**src/pkg/uhp_pkg.sv**
```systemverilog
// Package: constants, register map and carrier types of the ring/status block
package uhp_pkg;

	// ==========================================
	// Bus widths
	localparam int UHP_AW = 4;
	localparam int UHP_DW = 8;

	// ==========================================
	// Register offsets
	localparam logic [UHP_AW-1:0] UHP_ADDR_IER = 4'h1;
	localparam logic [UHP_AW-1:0] UHP_ADDR_MCR = 4'h4;
	localparam logic [UHP_AW-1:0] UHP_ADDR_MSR = 4'h6;
	localparam logic [UHP_AW-1:0] UHP_ADDR_ISR = 4'h7;

	// ==========================================
	// Field positions
	localparam int UHP_MCR_USER_OUT_A = 2;
	localparam int UHP_MCR_USER_OUT_B = 3;
	localparam int UHP_MCR_LOOP = 4;
	localparam int UHP_MSR_RING_TRAILING_EDGE_FLAG = 2;
	localparam int UHP_MSR_RING = 6;
	localparam int UHP_SRC_RXERR = 0;
	localparam int UHP_SRC_RXDATA = 1;
	localparam int UHP_SRC_THRE = 2;
	localparam int UHP_SRC_MODEM = 3;
	localparam int UHP_NSRC = 4;
	localparam int UHP_MCR_W = 5;

	// ==========================================
	// Receive clock oversampling
	localparam int UHP_RX_OVS = 16;
	localparam int UHP_RCNT_W = 4;
	localparam logic [UHP_RCNT_W-1:0] UHP_RCNT_LAST = 4'hF;
	localparam logic [UHP_RCNT_W-1:0] UHP_RCNT_ONE = 4'h1;

	// ==========================================
	// Carrier types
	typedef struct packed {
		logic [UHP_AW-1:0] addr;
		logic [UHP_DW-1:0] wdata;
		logic wr;
		logic read_strobe_low_n;
		logic read_strobe_high;
		logic select_high_a;
		logic select_high_b;
		logic select_low_n;
	} uhp_bus_s;

	typedef struct packed {
		logic rx_err;
		logic rx_data;
		logic rx_timeout;
		logic thr_empty;
	} uhp_evt_s;

	typedef struct packed {
		logic [UHP_NSRC-1:0] ier;
		logic [UHP_MCR_W-1:0] modem_control_reg;
		logic [UHP_NSRC-1:0] stat;
		logic ring_trailing_edge_flag;
		logic ring_prev;
		logic [UHP_DW-1:0] rdata;
		logic rd_oe;
		logic irq;
		logic out_a_n;
		logic out_b_n;
		logic rclk_prev;
		logic [UHP_RCNT_W-1:0] rcnt;
		logic rx_sample;
		logic rx_bit;
	} uhp_state_s;

	// ==========================================
	// Reset values
	localparam uhp_state_s UHP_STATE_RST = '{
		ier: 4'h0, modem_control_reg: 5'h00, stat: 4'h0, ring_trailing_edge_flag: 1'b0, ring_prev: 1'b1,
		rdata: 8'h00, rd_oe: 1'b0, irq: 1'b0, out_a_n: 1'b1, out_b_n: 1'b1,
		rclk_prev: 1'b0, rcnt: 4'h0, rx_sample: 1'b0, rx_bit: 1'b0};

endpackage

```
**src/verilog/uhp_ring_status.sv**
```systemverilog
// Module: host pins, interrupt, user outputs and ring status of a serial element
//
// Summary of operation
// - Interrupt output is high while any enabled interrupt is pending.
// - Sources: receive error, receive data or timeout, transmit empty, modem change.
// - Interrupt drops once serviced by a status read, and on master reset.
// - Master reset clears registers and forces outputs to reset levels.
// - User outputs go low when control bit 2 or bit 3 is set.
// - User outputs stay high on reset, in loopback, or with bits cleared.
// - Receiver section is timed by the 16x receive clock input.
// - Selected register is read when low strobe is low or high strobe high.
// - Modem status bit 6 shows the present ring indicator level.
// - Modem status bit 2 sets on ring input rising since last read.
// - That rising edge raises a modem interrupt when modem interrupts are enabled.
// - Block is selected only with both high selects high and low select low.
//
// Decided for this implementation: the placing of the registers and the strobed register port.
`timescale 1ns/10ps
`default_nettype none

module uhp_ring_status
	import uhp_pkg::*;
(
	// Clock, reset and enable
	input wire logic clk_i,
	input wire logic rst_i,
	input wire logic ce_i,
	input wire logic master_reset_in_i,
	// Host register bus
	input wire uhp_bus_s bus_i,
	output logic [UHP_DW-1:0] rdata_o,
	output logic rdata_oe_n_o,
	// Interrupt sources and output
	input wire uhp_evt_s evt_i,
	input wire logic fifo_mode_i,
	output logic irq_out_o,
	// Modem side
	input wire logic ring_detect_in_n_i,
	output logic user_out_a_n_o,
	output logic user_out_b_n_o,
	// Receive reference clock
	input wire logic rx_clk16_i,
	output logic rx_sample_o,
	output logic rx_bit_o
);

	// ==========================================
	// Decode helpers

	// Chip select qualification
	function automatic logic sel_ok(input uhp_bus_s b);
		sel_ok = b.select_high_a & b.select_high_b & ~b.select_low_n;
	endfunction

	// Either read strobe active
	function automatic logic rd_act(input uhp_bus_s b);
		rd_act = ~b.read_strobe_low_n | b.read_strobe_high;
	endfunction

	// ==========================================
	// State and decode

	uhp_state_s q, d;
	logic sel;
	logic wr_en;
	logic rd_en;
	logic ring_lvl;
	logic ring_rise;
	logic [UHP_NSRC-1:0] evt_vec;
	logic [UHP_DW-1:0] msr_val;

	// Bus qualification and modem status image
	always_comb begin
		sel = sel_ok(bus_i);
		wr_en = sel & bus_i.wr;
		rd_en = sel & rd_act(bus_i) & ~bus_i.wr;
		ring_lvl = ~ring_detect_in_n_i;
		ring_rise = ~q.ring_prev & ring_detect_in_n_i;
		msr_val = '0;
		msr_val[UHP_MSR_RING] = ring_lvl;
		msr_val[UHP_MSR_RING_TRAILING_EDGE_FLAG] = q.ring_trailing_edge_flag;
	end

	// Event vector from the four sources
	always_comb begin
		evt_vec = '0;
		evt_vec[UHP_SRC_RXERR] = evt_i.rx_err;
		evt_vec[UHP_SRC_RXDATA] = evt_i.rx_data | (evt_i.rx_timeout & fifo_mode_i);
		evt_vec[UHP_SRC_THRE] = evt_i.thr_empty;
		evt_vec[UHP_SRC_MODEM] = ring_rise & q.ier[UHP_SRC_MODEM];
	end

	// ==========================================
	// Next state

	always_comb begin
		d = q;
		d.rx_sample = 1'b0;
		d.rx_bit = 1'b0;
		d.rd_oe = 1'b0;
		// Register writes
		if (wr_en) begin
			case (bus_i.addr)
				UHP_ADDR_IER: d.ier = bus_i.wdata[UHP_NSRC-1:0];
				UHP_ADDR_MCR: d.modem_control_reg = bus_i.wdata[UHP_MCR_W-1:0];
				default: d.ier = q.ier;
			endcase
		end
		// Register reads, data in the following cycle
		if (rd_en) begin
			d.rd_oe = 1'b1;
			case (bus_i.addr)
				UHP_ADDR_IER: d.rdata = {{(UHP_DW-UHP_NSRC){1'b0}}, q.ier};
				UHP_ADDR_MCR: d.rdata = {{(UHP_DW-UHP_MCR_W){1'b0}}, q.modem_control_reg};
				UHP_ADDR_MSR: begin
					d.rdata = msr_val;
					d.ring_trailing_edge_flag = 1'b0;
					d.stat[UHP_SRC_MODEM] = 1'b0;
				end
				UHP_ADDR_ISR: begin
					d.rdata = {{(UHP_DW-UHP_NSRC){1'b0}}, q.stat};
					d.stat = '0;
				end
				default: d.rdata = '0;
			endcase
		end
		// Sets win over read clears
		if (ring_rise) begin
			d.ring_trailing_edge_flag = 1'b1;
		end
		d.stat = d.stat | evt_vec;
		d.ring_prev = ring_detect_in_n_i;
		// Interrupt level from enabled pending bits
		d.irq = |(d.stat & d.ier);
		// User outputs, forced high in loopback
		d.out_a_n = ~(d.modem_control_reg[UHP_MCR_USER_OUT_A] & ~d.modem_control_reg[UHP_MCR_LOOP]);
		d.out_b_n = ~(d.modem_control_reg[UHP_MCR_USER_OUT_B] & ~d.modem_control_reg[UHP_MCR_LOOP]);
		// Receive clock edge and bit-period divider
		d.rclk_prev = rx_clk16_i;
		if (rx_clk16_i & ~q.rclk_prev) begin
			d.rx_sample = 1'b1;
			if (q.rcnt == UHP_RCNT_LAST) begin
				d.rcnt = '0;
				d.rx_bit = 1'b1;
			end else begin
				d.rcnt = UHP_RCNT_W'(q.rcnt + UHP_RCNT_ONE);
			end
		end
	end

	// ==========================================
	// State register

	always_ff @(posedge clk_i) begin
		if (rst_i | master_reset_in_i) begin
			q <= UHP_STATE_RST;
		end else if (ce_i) begin
			q <= d;
		end
	end

	// ==========================================
	// Outputs

	// All outputs straight from flops
	assign rdata_o = q.rdata;
	assign rdata_oe_n_o = ~q.rd_oe;
	assign irq_out_o = q.irq;
	assign user_out_a_n_o = q.out_a_n;
	assign user_out_b_n_o = q.out_b_n;
	assign rx_sample_o = q.rx_sample;
	assign rx_bit_o = q.rx_bit;
endmodule

`default_nettype wire

```
**config.mk**
```make
export PLATFORM = sky130hd
export DESIGN_NAME = uhp_ring_status
export DESIGN_NICKNAME = d
export VERILOG_FILES = /design/src/pkg/uhp_pkg.sv /design/src/verilog/uhp_ring_status.sv
export SDC_FILE = /design/constraint.sdc
export NUM_CORES = 1
export LEC_CHECK = 0
export BUFFER_PORTS_ARGS = -buffer_cell sky130_fd_sc_hd__buf_2
export CORE_AREA = 2 2 71 73
export CTS_BUF_LIST = sky130_fd_sc_hd__clkbuf_16
export DETAILED_ROUTE_END_ITERATION = 7
export DIE_AREA = 0 0 73 75
export PLACE_DENSITY_LB_ADDON = 0.2
export SYNTH_ARGS = -nofsm -noshare
export SYNTH_HDL_FRONTEND = slang
export SYNTH_SLANG_ARGS = --single-unit
```
**constraint.sdc**
```tcl
create_clock -name clk_i -period 3.5 [get_ports clk_i]
set_clock_uncertainty 0.05 [all_clocks]
set_input_delay 0 -clock clk_i [delete_from_list [all_inputs] [get_ports clk_i]]
set_output_delay 0 -clock clk_i [all_outputs]
set_load 0.02 [all_outputs]
```
==> flow_metrics.tcl, run 1 <==
set metrics [dict create \
    ant_nets 0 \
    setup_tns_ns 0 \
    async_flop_share 0 \
    drive_above_1_share 0.228 \
    slew_headroom 0.608 \
    drc 0 \
    final.period_utilization 0.549 \
    final_cell_area_sq_um 2040 \
    path_cells "dlygate4sd3_1, buf_2, nor2_1, dlygate4sd3_1, nand2_1, dlygate4sd3_1" \
    cp-end-kind "flip-flop" \
    dp.cells 262 \
    cp_slowest_cell "dlygate4sd3_1" \
    cts_max_path_buffers 2 \
    drt-vias-per-instance 5.17 \
    cts_buffers 5 \
    synth_edf_count 0 \
    synth_top_family_by_area "simple AND/OR/NAND/NOR gates" \
    cts_tree "built" \
    dp_hpwl_um 2640 \
    clock.fmax_mhz 520 \
    syn_inst 187 \
    gr-total-overflow 0 \
    final_cells 282 \
    synth_compound_area_frac 0.186 \
    cts.reportedPaths.clkPinSlew_ns 0.05 \
    yosysMostFrequentCell "dfxtp_1" \
    wl_per_cell_um 13.3 \
    cts_num_sinks 32 \
    synth_seq_cells 32 \
    fillers 472 \
    n_antenna_cell 0 \
    pre_cts_ws_ns 1.52 \
    post-route-util 0.437 \
    die_h_um 75 \
    grt_max_degree 34 \
    worstPathArrival_ns 2.03 \
    finalPower_uw 860 \
    power_density_nw_per_um2 422 \
    pin_count 43 \
    synth-warning-count 0 \
    grt_pass1_wl_um 6130 \
    row_count 25 \
    synth_area_leaders "dfxtp_1 39%, a21oi_1 6.4%, nand2_1 4.8%" \
    avgSynthCellArea_sq_um 8.76 \
    hold_viol 0 \
    grt_pass1_vias 1294 \
    finalHoldWorstSlack_ns 0.0345 \
    area_growth_pct 24.4 \
    dr.pass1.iters 6 \
    slowest_delay_ns 0.58 \
    clock_latency_ns 0.28 \
    die_width_um 73 \
    synthMuxAreaShare 0.0428 \
    start_kind "input port" \
    synth_flop_cell "dfxtp_1" \
    cp.buffers_inverters 4 \
    port_buffers 37 \
    syn-cell-area_sq_um 1640 \
    htree_levels 2 \
    synth_top_area_frac 0.391 \
    synth.distinct_cells 49 \
    clockRootBuffer "clkbuf_16" \
    initial_core_util 0.351 \
    leakagePower_nw 0.763 \
    crit_family "buffers and inverters" \
    synth-simple-area-share 0.280 \
    drv_cap 0 \
    hp-class "input port to flip-flop" \
    netlist.top_cell.by_area "dfxtp_1" \
    slew_violations 0 \
    antenna_found_initial 0 \
    worst-setup-path-type "input port to flip-flop" \
    synth-xor-area-share 0.0107 \
    track_usage 0.148 \
    outcome "complete, no violations" \
    ir_drop_uv 161 \
    dr_wl_met3_um 166 \
    cpMostUsedCell "dlygate4sd3_1" \
    setup_viol 0 \
    dr_wl_met2_um 1640 \
    fin_crit_ns 1.92 \
    die-area_sq_um 5480 \
    worst_pin_slew_ns 0.589 \
    core_area_sq_um 4660 \
    layout.nets 257 \
    drtIter0Drc 66 \
    yosysSeqAreaShare 0.391 \
    routedLengthMet1_um 1880 \
    rsz0062_at_grt "false" \
    cp.required_ns 3.61 \
    setup_slack_ns 1.58 \
    synth_adder_area_share 0.00764 \
    ys_top_cells_by_count "32 x dfxtp_1, 21 x a21oi_1, 21 x nand2_1" \
    path_max_fanout 3 \
    routabilityCongestion 0.779 \
    placed_cell_area_sq_um 1780 \
    routed_wl_um 3750 \
    num_vias 1459 \
    top_layer "met4" \
]
[power breakdown]
part	leakage (nW)	internal, mW	switching [mW]
registers	0.259	0.369	0.00313
clock network	0.0687	0.258	0.150
logic	0.435	0.0360	0.0434
total	0.763	0.663	0.197
[final timing paths]
check | end | cells past startpoint | slack, ns | from
worst max-delay path | q[19] | 6 | 1.58 | master_reset_in_i
worst min-delay path | rdata_o[6] | 4 | 0.03 | ring_detect_in_n_i
worst max register to register | q[5] | 4 | 2.22 | q[6]
worst min register to register | q[26] | 2 | 0.41 | q[26]
[logic make-up (layout without fill, tap and decap cells)]
group	after synthesis	count (layout)
buffers and inverters	20	60
flip-flops	32	32
AND/OR/NAND/NOR	79	79
XOR/XNOR	2	2
AO/OA/AOI/OAI	45	45
adder cells (fa/ha/maj)	1	1
multiplexers	7	7
other	1	2
[layout by cell type, fill, tap and decap left out, types with 3 or more instances in the layout]
cell type       n
a222oi_1        3
dfxtp_1        32
nand2b_1        3
nand3b_1        3
mux2i_1         7
buf_2          37
nor2_1         17
a21oi_1        21
inv_1           4
nor2b_1         4
nand3_1        11
dlygate4sd3_1  12
clkbuf_16       5
a2bb2oi_1       3
nand2_1        21
[worst reg2reg max path: stages, from the launching register on]
cell and delay, ns:
dfxtp_1 0.31, and3b_1 0.27, nand2_1 0.08, or3_1 0.34, a21oi_1 0.15
[layout make-up]
class	instances	area, sq um	area share
clock buffer	5	125	0.0614
sequential	32	641	0.314
clock inverter	3	15.0	0.00737
tap	54	67.6	0.0332
inverter	3	11.3	0.00553
timing repair buffer	49	305	0.150
multi-input combinational	136	872	0.428
[registers in the layout, summed over array words and instances, names as in the netlist]
signal          cells
rx_bit_o            1
msr_val             1
user_out_b_n_o      1
q                  20
irq_out_o           1
rx_sample_o         1
rdata_o             6
user_out_a_n_o      1
[per-layer routing]
layer	vias to the layer above	track usage
li1	750	-
met1	669	0.209
met2	34	0.207
met3	6	0.0455
met4	0	0.0658
met5	-	0
[timing repair]
item,in CTS,in global routing
resized for setup,0,0
buffers inserted,0,0
hold endpoints to repair,14,0
hold buffers,12,0
(Power assumes the default switching activity.)
==> inputs of run 2 (changes only) <==
Clock period 3.5 ns to 1.8 ns, I/O delays scaled along.
==> run 2 against run 1 <==
Net effect:
- combinational power up 97%
- non-clock buffer count is 3 higher
- first-iteration DRC count rose by 14%
- sequential power up 95%
- sequential cell count is the same
- global-route usage is 1.1 points higher
- core utilization grew 0.94 points
- power increased by 110%
- sequential share of layout area fell by 0.66 points
- critical path type unchanged
- largest power group unchanged
==> flow_metrics.tcl, run 2 (synthesized netlist as in run 1, its figures left out) <==
set metrics [dict create \
    outcome "complete, no violations" \
    pre_cts_ws_ns 0.117 \
    htree_levels 2 \
    leakagePower_nw 0.797 \
    fin_crit_ns 1.39 \
    grt_pass1_vias 1330 \
    antenna_found_initial 0 \
    dp_hpwl_um 2820 \
    row_count 25 \
    n_antenna_cell 0 \
    cts_tree "built" \
    cts_num_sinks 32 \
    worst-setup-path-type "input port to flip-flop" \
    cts.repair.resized 0 \
    setup_slack_ns 0.406 \
    layout.nets 260 \
    rsz0062_at_grt "false" \
    whs_path_depth 3 \
    worst-r2r-cell-count 4 \
    drive_above_1_share 0.247 \
    routed_wl_um 3900 \
    die_h_um 75 \
    slew_violations 0 \
    fillers 472 \
    setup_viol 0 \
    finalPower_mw 1.82 \
    final_cells 285 \
    cp.required_ns 1.92 \
    cts.reportedPaths.clkPinSlew_ns 0.05 \
    initial_core_util 0.351 \
    setup_tns_ns 0 \
    largest_reg_flops 20 \
    core_area_sq_um 4660 \
    most-common-layout-cells "37 x buf_2, 32 x dfxtp_1, 21 x a21oi_1, 21 x nand2_1, 17 x nor2_1" \
    die-area_sq_um 5480 \
    gr-total-overflow 0 \
    ir_drop_uv 366 \
    drtIter0Drc 75 \
    track_usage 0.159 \
    clockRootBuffer "clkbuf_16" \
    clock_latency_ns 0.28 \
    port_buffers 37 \
    dp.cells 266 \
    regArea_sq_um 641 \
    slew_headroom 0.616 \
    routabilityCongestion 0.778 \
    die_width_um 73 \
    drt-vias-per-instance 5.28 \
    hold_viol 0 \
    multi_input_area_sq_um 872 \
    dr.pass1.iters 4 \
    largest-register "q" \
    wl_per_cell_um 13.7 \
    clock.fmax_mhz 717 \
    num_vias 1505 \
    start_kind "input port" \
    hp-class "input port to flip-flop" \
    power_density_nw_per_um2 875 \
    drc 0 \
    drv_cap 0 \
    cts_hold_buf 11 \
    cts_buffers 5 \
    pin_count 43 \
    path_max_fanout 5 \
    post-cts-setup-buffer-count 0 \
    layout_commonest_cell "buf_2" \
    worstPathArrival_ns 1.51 \
    grt_pass1_wl_um 6510 \
    final.period_utilization 0.774 \
    cts_max_path_buffers 2 \
    ant_nets 0 \
    cp-end-kind "flip-flop" \
    area_growth_pct 27.0 \
    grt_max_degree 30 \
    worst_pin_slew_ns 0.576 \
]
run 2: cell count changes in the layout (fill, tap and decap cells not counted), sizes merged:
| cell | before | now |
|---|---|---|
| buf | 37 | 41 |
| dlygate4sd3 | 12 | 11 |
| bufinv | 0 | 1 |
| clkinvlp | 1 | 0 |
run 2: path summary, 6_finish.rpt:
check	start	end	slack, ns
hold / removal	evt_i[2]	q[22]	0.04
setup reg to reg	q[6]	q[5]	0.52
hold reg to reg	q[25]	q[25]	0.41
setup / recovery	bus_i[15]	irq_out_o	0.41
run 2: power by group:
part,total [mW],switching [mW],internal [mW]
logic,0.156,0.0846,0.0716
registers,0.724,0.00644,0.718
clock network,0.941,0.297,0.644
run 2: worst max-delay path: stages:
cell and delay, ns:
buf_2 0.15, nor4b_4 0.39, and3_1 0.36, mux2i_1 0.22, o22ai_1 0.09, o31a_1 0.30
run 2: layer usage:
layer,vias to the layer above,routed length [um],global-route usage
met2,34,1760,0.233
met3,5,141,0.0361
met1,714,1920,0.214
met5,-,0,0
met4,0,83,0.0926
li1,752,-,-
run 2: area by class of cell:
class,instances,share of cell area
clock buffer,5,0.0601
clock inverter,3,0.0186
inverter,3,0.00541
multi-input combinational,136,0.419
sequential,32,0.308
tap,54,0.0325
timing repair buffer,52,0.156
run 2: per-stage QoR:
| stage | util | instance area, sq um | hold WS (ns) |
|---|---|---|---|
| 3_5_place_dp | 0.388 | 1810 | 0.174 |
| 6_report | 0.446 | 2080 | 0.0422 |
| 2_1_floorplan | - | 1640 | 0.0546 |
| 3_3_place_gp | 0.388 | 1810 | 0.174 |
| 4_1_cts | 0.446 | 2080 | 0.0433 |
| 5_1_grt | 0.446 | 2080 | 0.0734 |
